## src/shared/iec_map.svh

```systemverilog
// register offsets, field positions and reset values of the interface and enable control bank
`ifndef IEC_MAP_SVH
`define IEC_MAP_SVH
`define IEC_ADDR_COMM_BYTE_BUFFER 8'hd3
`define IEC_ADDR_DIGITAL_INTERFACE_CONTROL 8'hd4
`define IEC_ADDR_FEATURE_ENABLE 8'hd5
`define IEC_ADDR_STATUS 8'hd6
`define IEC_RST_COMM_BYTE_BUFFER 8'h00
`define IEC_RST_DIGITAL_INTERFACE_CONTROL 8'h00
`define IEC_RST_FEATURE_ENABLE 8'h00
`define IEC_DIC_WRITE_MASK 8'h0f
`define IEC_FEN_WRITE_MASK 8'h1f
`define IEC_DIC_SEL_LSB 0
`define IEC_DIC_SEL_MSB 1
`define IEC_DIC_XCR_BIT 2
`define IEC_DIC_FILTER_BIT 3
`define IEC_FEN_SOFT_WD_BIT 0
`define IEC_FEN_OSC_WD_BIT 1
`define IEC_FEN_CAP_MON_BIT 2
`define IEC_FEN_LOOPBACK_BIT 3
`define IEC_FEN_TEST_CAPS_BIT 4
`endif

```

## src/shared/iec_pkg.sv

```systemverilog
// types of the interface and enable control bank
package iec_pkg;
	typedef enum logic [1:0] {
		IEC_SEL_SPI = 2'b00,
		IEC_SEL_I2C = 2'b01,
		IEC_SEL_SINGLE_WIRE = 2'b10,
		IEC_SEL_SPI_ALT = 2'b11
	} iec_sel_t;
endpackage

```

## src/design/iec_regs.sv

```systemverilog
// interface and enable control register bank
//
// The strobed register port was decided locally.
`timescale 1ns/10ps
`default_nettype none
`include "iec_map.svh"

module iec_regs
	import iec_pkg::*;
(
	input wire logic clk,
	input wire logic nrst,
	input wire logic [7:0] reg_addr,
	input wire logic [7:0] reg_wdata,
	input wire logic reg_wr,
	input wire logic reg_rd,
	output logic [7:0] reg_rdata,
	output logic [7:0] comm_byte_buffer,
	output logic spi_engine_on,
	output logic i2c_engine_on,
	output logic single_wire_interface_on,
	output logic first_dac_on,
	output logic single_wire_transceiver_on,
	output logic first_analog_output_pin_from_dac,
	output logic single_wire_filter_length,
	output logic soft_watchdog_on,
	output logic oscillator_watchdog_on,
	output logic cap_clock_monitor_on,
	output logic dac_loopback_on,
	output logic test_caps_on
);

	// ************************************************************
	// register storage
	// ************************************************************
	logic [7:0] comm_q;
	logic [7:0] dic_q;
	logic [7:0] fen_q;
	logic [7:0] rdata_d;
	logic wr_comm;
	logic wr_dic;
	logic wr_fen;

	// ************************************************************
	// address decode
	// ************************************************************
	// one strobe against one offset, shared by every writable register and by the forwarding paths
	function automatic logic iec_hit(input logic strobe, input logic [7:0] addr, input logic [7:0] offset);
		return strobe && (addr == offset);
	endfunction

	assign wr_comm = iec_hit(reg_wr, reg_addr, `IEC_ADDR_COMM_BYTE_BUFFER);
	assign wr_dic = iec_hit(reg_wr, reg_addr, `IEC_ADDR_DIGITAL_INTERFACE_CONTROL);
	assign wr_fen = iec_hit(reg_wr, reg_addr, `IEC_ADDR_FEATURE_ENABLE);

	always_ff @(posedge clk) begin
		if (!nrst) begin
			comm_q <= `IEC_RST_COMM_BYTE_BUFFER;
		end else if (wr_comm) begin
			comm_q <= reg_wdata;
		end
	end

	// upper bits are read only zero
	always_ff @(posedge clk) begin
		if (!nrst) begin
			dic_q <= `IEC_RST_DIGITAL_INTERFACE_CONTROL;
		end else if (wr_dic) begin
			dic_q <= reg_wdata & `IEC_DIC_WRITE_MASK;
		end
	end

	always_ff @(posedge clk) begin
		if (!nrst) begin
			fen_q <= `IEC_RST_FEATURE_ENABLE;
		end else if (wr_fen) begin
			fen_q <= reg_wdata & `IEC_FEN_WRITE_MASK;
		end
	end

	// ************************************************************
	// read port
	// ************************************************************
	// status word shows the decoded engine selection
	always_comb begin
		unique case (reg_addr)
			`IEC_ADDR_COMM_BYTE_BUFFER: rdata_d = comm_q;
			`IEC_ADDR_DIGITAL_INTERFACE_CONTROL: rdata_d = dic_q;
			`IEC_ADDR_FEATURE_ENABLE: rdata_d = fen_q;
			`IEC_ADDR_STATUS: rdata_d = {4'h0, first_dac_on, single_wire_interface_on, i2c_engine_on, spi_engine_on};
			default: rdata_d = 8'h00;
		endcase
	end

	always_ff @(posedge clk) begin
		if (!nrst) begin
			reg_rdata <= 8'h00;
		end else if (reg_rd) begin
			reg_rdata <= rdata_d;
		end else begin
			reg_rdata <= 8'h00;
		end
	end

	// ************************************************************
	// control outputs, registered on the same edge as the write
	// ************************************************************
	iec_sel_t sel_d;
	logic [7:0] fen_d;
	// forwarding the written value keeps the outputs level with the stored copy
	assign fen_d = wr_fen ? (reg_wdata & `IEC_FEN_WRITE_MASK) : fen_q;

	always_comb begin
		if (wr_dic) begin
			sel_d = iec_sel_t'(reg_wdata[`IEC_DIC_SEL_MSB:`IEC_DIC_SEL_LSB]);
		end else begin
			sel_d = iec_sel_t'(dic_q[`IEC_DIC_SEL_MSB:`IEC_DIC_SEL_LSB]);
		end
	end

	always_ff @(posedge clk) begin
		if (!nrst) begin
			spi_engine_on <= 1'b1;
			i2c_engine_on <= 1'b0;
			single_wire_interface_on <= 1'b0;
			first_dac_on <= 1'b1;
		end else begin
			unique case (sel_d)
				IEC_SEL_SPI, IEC_SEL_SPI_ALT: begin
					spi_engine_on <= 1'b1;
					i2c_engine_on <= 1'b0;
					single_wire_interface_on <= 1'b0;
					first_dac_on <= 1'b1;
				end
				IEC_SEL_I2C: begin
					spi_engine_on <= 1'b0;
					i2c_engine_on <= 1'b1;
					single_wire_interface_on <= 1'b0;
					first_dac_on <= 1'b1;
				end
				IEC_SEL_SINGLE_WIRE: begin
					spi_engine_on <= 1'b0;
					i2c_engine_on <= 1'b0;
					single_wire_interface_on <= 1'b1;
					first_dac_on <= 1'b0;
				end
			endcase
		end
	end

	// ************************************************************
	// shared output pin routing and single wire filter
	// ************************************************************
	// routing and transceiver enable change in one edge so the pin never has two sources
	always_ff @(posedge clk) begin
		if (!nrst) begin
			single_wire_transceiver_on <= 1'h0;
			first_analog_output_pin_from_dac <= 1'h1;
		end else if (wr_dic) begin
			single_wire_transceiver_on <= reg_wdata[`IEC_DIC_XCR_BIT];
			first_analog_output_pin_from_dac <= !reg_wdata[`IEC_DIC_XCR_BIT];
		end
	end

	always_ff @(posedge clk) begin
		if (!nrst) begin
			single_wire_filter_length <= 1'h0;
		end else if (wr_dic) begin
			single_wire_filter_length <= reg_wdata[`IEC_DIC_FILTER_BIT];
		end
	end

	// ************************************************************
	// feature enables
	// ************************************************************
	always_ff @(posedge clk) begin
		if (!nrst) begin
			soft_watchdog_on <= 1'h0;
		end else begin
			soft_watchdog_on <= fen_d[`IEC_FEN_SOFT_WD_BIT];
		end
	end

	always_ff @(posedge clk) begin
		if (!nrst) begin
			oscillator_watchdog_on <= 1'h0;
		end else begin
			oscillator_watchdog_on <= fen_d[`IEC_FEN_OSC_WD_BIT];
		end
	end

	always_ff @(posedge clk) begin
		if (!nrst) begin
			cap_clock_monitor_on <= 1'h0;
		end else begin
			cap_clock_monitor_on <= fen_d[`IEC_FEN_CAP_MON_BIT];
		end
	end

	always_ff @(posedge clk) begin
		if (!nrst) begin
			dac_loopback_on <= 1'h0;
		end else begin
			dac_loopback_on <= fen_d[`IEC_FEN_LOOPBACK_BIT];
		end
	end

	always_ff @(posedge clk) begin
		if (!nrst) begin
			test_caps_on <= 1'h0;
		end else begin
			test_caps_on <= fen_d[`IEC_FEN_TEST_CAPS_BIT];
		end
	end

	assign comm_byte_buffer = comm_q;

endmodule // iec_regs
`default_nettype wire

```

## config.mk

```make
export PLATFORM = sky130hd
export DESIGN_NAME = iec_regs
export DESIGN_NICKNAME = d
export VERILOG_FILES = /design/src/shared/iec_pkg.sv /design/src/design/iec_regs.sv
export VERILOG_INCLUDE_DIRS = /design/src /design/src/shared
export SDC_FILE = /design/constraint.sdc
export NUM_CORES = 1
export LEC_CHECK = 0
export BUFFER_PORTS_ARGS = -buffer_cell sky130_fd_sc_hd__buf_2
export CORE_ASPECT_RATIO = 1.25
export CORE_MARGIN = 2
export CORE_UTILIZATION = 52
export CTS_BUF_LIST = sky130_fd_sc_hd__clkbuf_4 sky130_fd_sc_hd__clkbuf_8 sky130_fd_sc_hd__clkbuf_16
export DETAILED_ROUTE_END_ITERATION = 6
export PLACE_DENSITY = 0.83
export SETUP_SLACK_MARGIN = 0.15
export SLEW_MARGIN = 10
export SYNTH_ARGS = -nofsm -noshare
export SYNTH_HDL_FRONTEND = slang
export SYNTH_SLANG_ARGS = --single-unit
```

## constraint.sdc

```tcl
create_clock -name clk -period 3.6 [get_ports clk]
set_clock_uncertainty 0.05 [all_clocks]
set_input_delay 0.36 -clock clk [delete_from_list [all_inputs] [get_ports clk]]
set_output_delay 0.36 -clock clk [all_outputs]
set_load 0.01 [all_outputs]
```

==> results.json <==
{
  "fp.dieW_um": 49.53,
  "hpwl_mm": 2.203,
  "rsz0062_at_grt": "no",
  "r2r-end": "spi_engine_on",
  "initial_core_util_pct": 54.95,
  "antenna_found_initial": 0,
  "whs_ns": 0.2210,
  "p_comb_share_pct": 6.3,
  "power-per-cell-area_mw_per_mm2": 354.9,
  "synth_nets": 159,
  "period_share_pct": 56.75,
  "worstPathMaxFanout": 9,
  "synth_area_mm2": 0.001348,
  "stdcell_count": 217,
  "grt_start_max_net_pins": 30,
  "vias_per_cell": 5.226,
  "antennaDiodeCount": 0,
  "syn_inst": 138,
  "clockBufferDepth": 2,
  "power_frac_seq_pct": 57.2,
  "die_area_mm2": 0.003017,
  "grt_pass1_vias": 1040,
  "arrival_ns": 2.20,
  "n_fill_cell": 225,
  "synth-main-ff-cell": "dfxtp_1",
  "hold_depth": 3,
  "clk_pin_slew_worst_paths_ns": 0.09,
  "synth.avg_cell_area_um2": 9.765,
  "grt_pass1_wl_mm": 4.450,
  "root_buffer": "clkbuf_4",
  "route.detailed.drc": 0,
  "status": "complete, no violations",
  "hold_class": "in -> reg",
  "synth_edf_count": 0,
  "grt-ovfl-total": 0,
  "final_nets": 204,
  "power.switching_uw": 131.8,
  "post_cts_resized": 0,
  "drt-total-wl_mm": 2.913,
  "postCtsSetupBuffers": 0,
  "drv_slew": 0,
  "syn_to_final_growth_pct": 21.45,
  "hold_start": "reg_wdata[5]",
  "rrSetupSlack_ns": 2.41,
  "synth.yosys.warnings": 0,
  "ant_nets": 0,
  "ff2ff_path_depth": 3,
  "vdd_drop_max_mv": 0.2901,
  "min_period_ns": 2.043,
  "insertion_delay_ns": 0.33,
  "startpoint_type": "input port",
  "post-place-ws_ns": 1.210,
  "rows": 20,
  "required_ns": 3.76,
  "slew_headroom_pct": 58.13,
  "tightestPinTransition_ns": 0.6247,
  "critPathSlowestCell": "or3_4",
  "clkPwrFrac_pct": 36.5,
  "synth_async_sr_flop_share_pct": 0,
  "cap_violations": 0,
  "path_class": "in -> reg",
  "cts_sinks": 30,
  "swShare_pct": 22.70,
  "dr_total_vias": 1134,
  "finalSetupViolations": 0,
  "crit_chain": "buf_2 -> or3b_1 -> or3_4 -> mux2_4 -> ha_1 -> nand2b_1",
  "placed_area_mm2": 0.001573,
  "tritoncts": "yes",
  "max_freq_mhz": 489.5,
  "worstReg2RegStart": "dic_q[1]",
  "dieHeight_um": 60.92,
  "fp.coreArea_mm2": 0.002452,
  "io_buffers": 47,
  "tns_ns": 0,
  "yosysSeqAreaShare_pct": 44.57,
  "placed_cells": 209,
  "yosysUniqueCellTypes": 32,
  "drtPass1Iterations": 4,
  "slowest_delay_ns": 0.52,
  "postCtsHoldBufs": 0,
  "internal_power_uw": 449.0,
  "synth_seq_cells": 30,
  "layout-drive-gt1-share_pct": 36.96,
  "numCtsBuffers": 5,
  "finalCoreUtilization_pct": 66.73,
  "drtIter0Drc": 11,
  "fin_ws_ns": 1.557,
  "power.total_uw": 580.8,
  "grtUsageTotal_pct": 20.40,
  "leakage_nw": 0.7916,
  "end_kind": "register",
  "place.gp.congestion": 0.7595,
  "io_pins": 48,
  "cts_htree_levels": 2,
  "wl_per_cell_um": 13.42,
  "hold_viol_final": 0,
  "finalInstanceArea_mm2": 0.001637,
  "hold_end": "comm_byte_buffer[5]"
}
[power by group through the flow]
stage	combinational (mW)	sequential, mW	clock, mW
4_1_cts	0.0366	0.332	0.216
3_5_place_dp	0.0365	0.340	0
5_1_grt	0.0398	0.332	0.236
3_3_place_gp	0.0349	0.340	0
2_1_floorplan	0.0235	0.340	0
6_report	0.0367	0.332	0.212
[layout make-up]
type                    count  area (µm²)  share of cell area, %
clock inverters             1       5.005                 0.3058
well taps                  33       41.29                  2.523
flip-flops and latches     30       600.6                  36.70
inverters                   2       7.507                 0.4587
clock buffers               7       58.81                  3.593
repair buffers             47       235.2                  14.37
multi-input cells          97       688.2                  42.05
[critical path, delay by kind of cell]
kind | cells | cell delay, ns
fa+ha+maj | 1 | 0.26
mux | 1 | 0.33
buf+inv | 1 | 0.09
simple gates | 3 | 1.15
[layer usage]
layer	global-route usage, %	vias to the layer above	routed length, µm
met5	0	-	0
met4	12.70	0	69
met3	6.650	10	176
met2	37.14	35	1534
met1	20.34	524	1133
li1	-	565	-
[cells by family after synthesis]
logic type / Yosys count / share of synthesized area [%]
compound gates: 13 / 6.129
flops: 30 / 44.57
fa+ha+maj: 1 / 0.9284
simple gates: 59 / 24.70
mux: 24 / 19.31
buf+inv: 11 / 4.363
[cell usage in the layout, fill, tap and decap left out, types with 2 or more instances in the layout]
master	synthesis	routed
dfxtp_1	30	30
and3b_1	8	8
nor2_1	4	4
clkbuf_4	0	6
nand2_1	29	29
nand3b_1	4	4
mux2_4	3	3
a21oi_1	4	4
buf_2	2	47
o21ai_0	4	4
mux2i_1	17	17
mux2_2	4	4
inv_1	2	2
or3b_1	2	2
and2_1	3	3
[Yosys cell counts, types with 2 or more instances]
library cell	instances	area share (%)
inv_1	2	0.56
mux2_2	4	3.3
nand2_1	29	8.1
buf_6	2	1.7
a21oi_1	4	1.5
mux2_4	3	3.3
and2_1	3	1.4
dfxtp_1	30	45
buf_2	2	0.74
nor2_1	4	1.1
or3b_1	2	1.3
o21ai_0	4	1.5
and3b_1	8	5.2
nand3b_1	4	2.2
mux2i_1	17	13
clkbuf_1	4	1.1
[flip-flops by register name, summed over array words and instances (netlist names), 3 cells and up]
| register | cells |
|---|---|
| fen_q | 5 |
| reg_rdata | 8 |
| dic_q | 3 |
| comm_byte_buffer | 8 |
[worst max path at each step]
stage	from	endpoint	slack [ns]
floorplan	reg_addr[3]	spi_engine_on	1.36
global placement	reg_addr[3]	spi_engine_on	1.26
detailed placement	reg_addr[3]	spi_engine_on	1.21
CTS	reg_addr[3]	spi_engine_on	1.56
global route	reg_addr[3]	spi_engine_on	1.52
finish	reg_addr[3]	spi_engine_on	1.56
No activity file was read; power rests on OpenSTA's default activity.
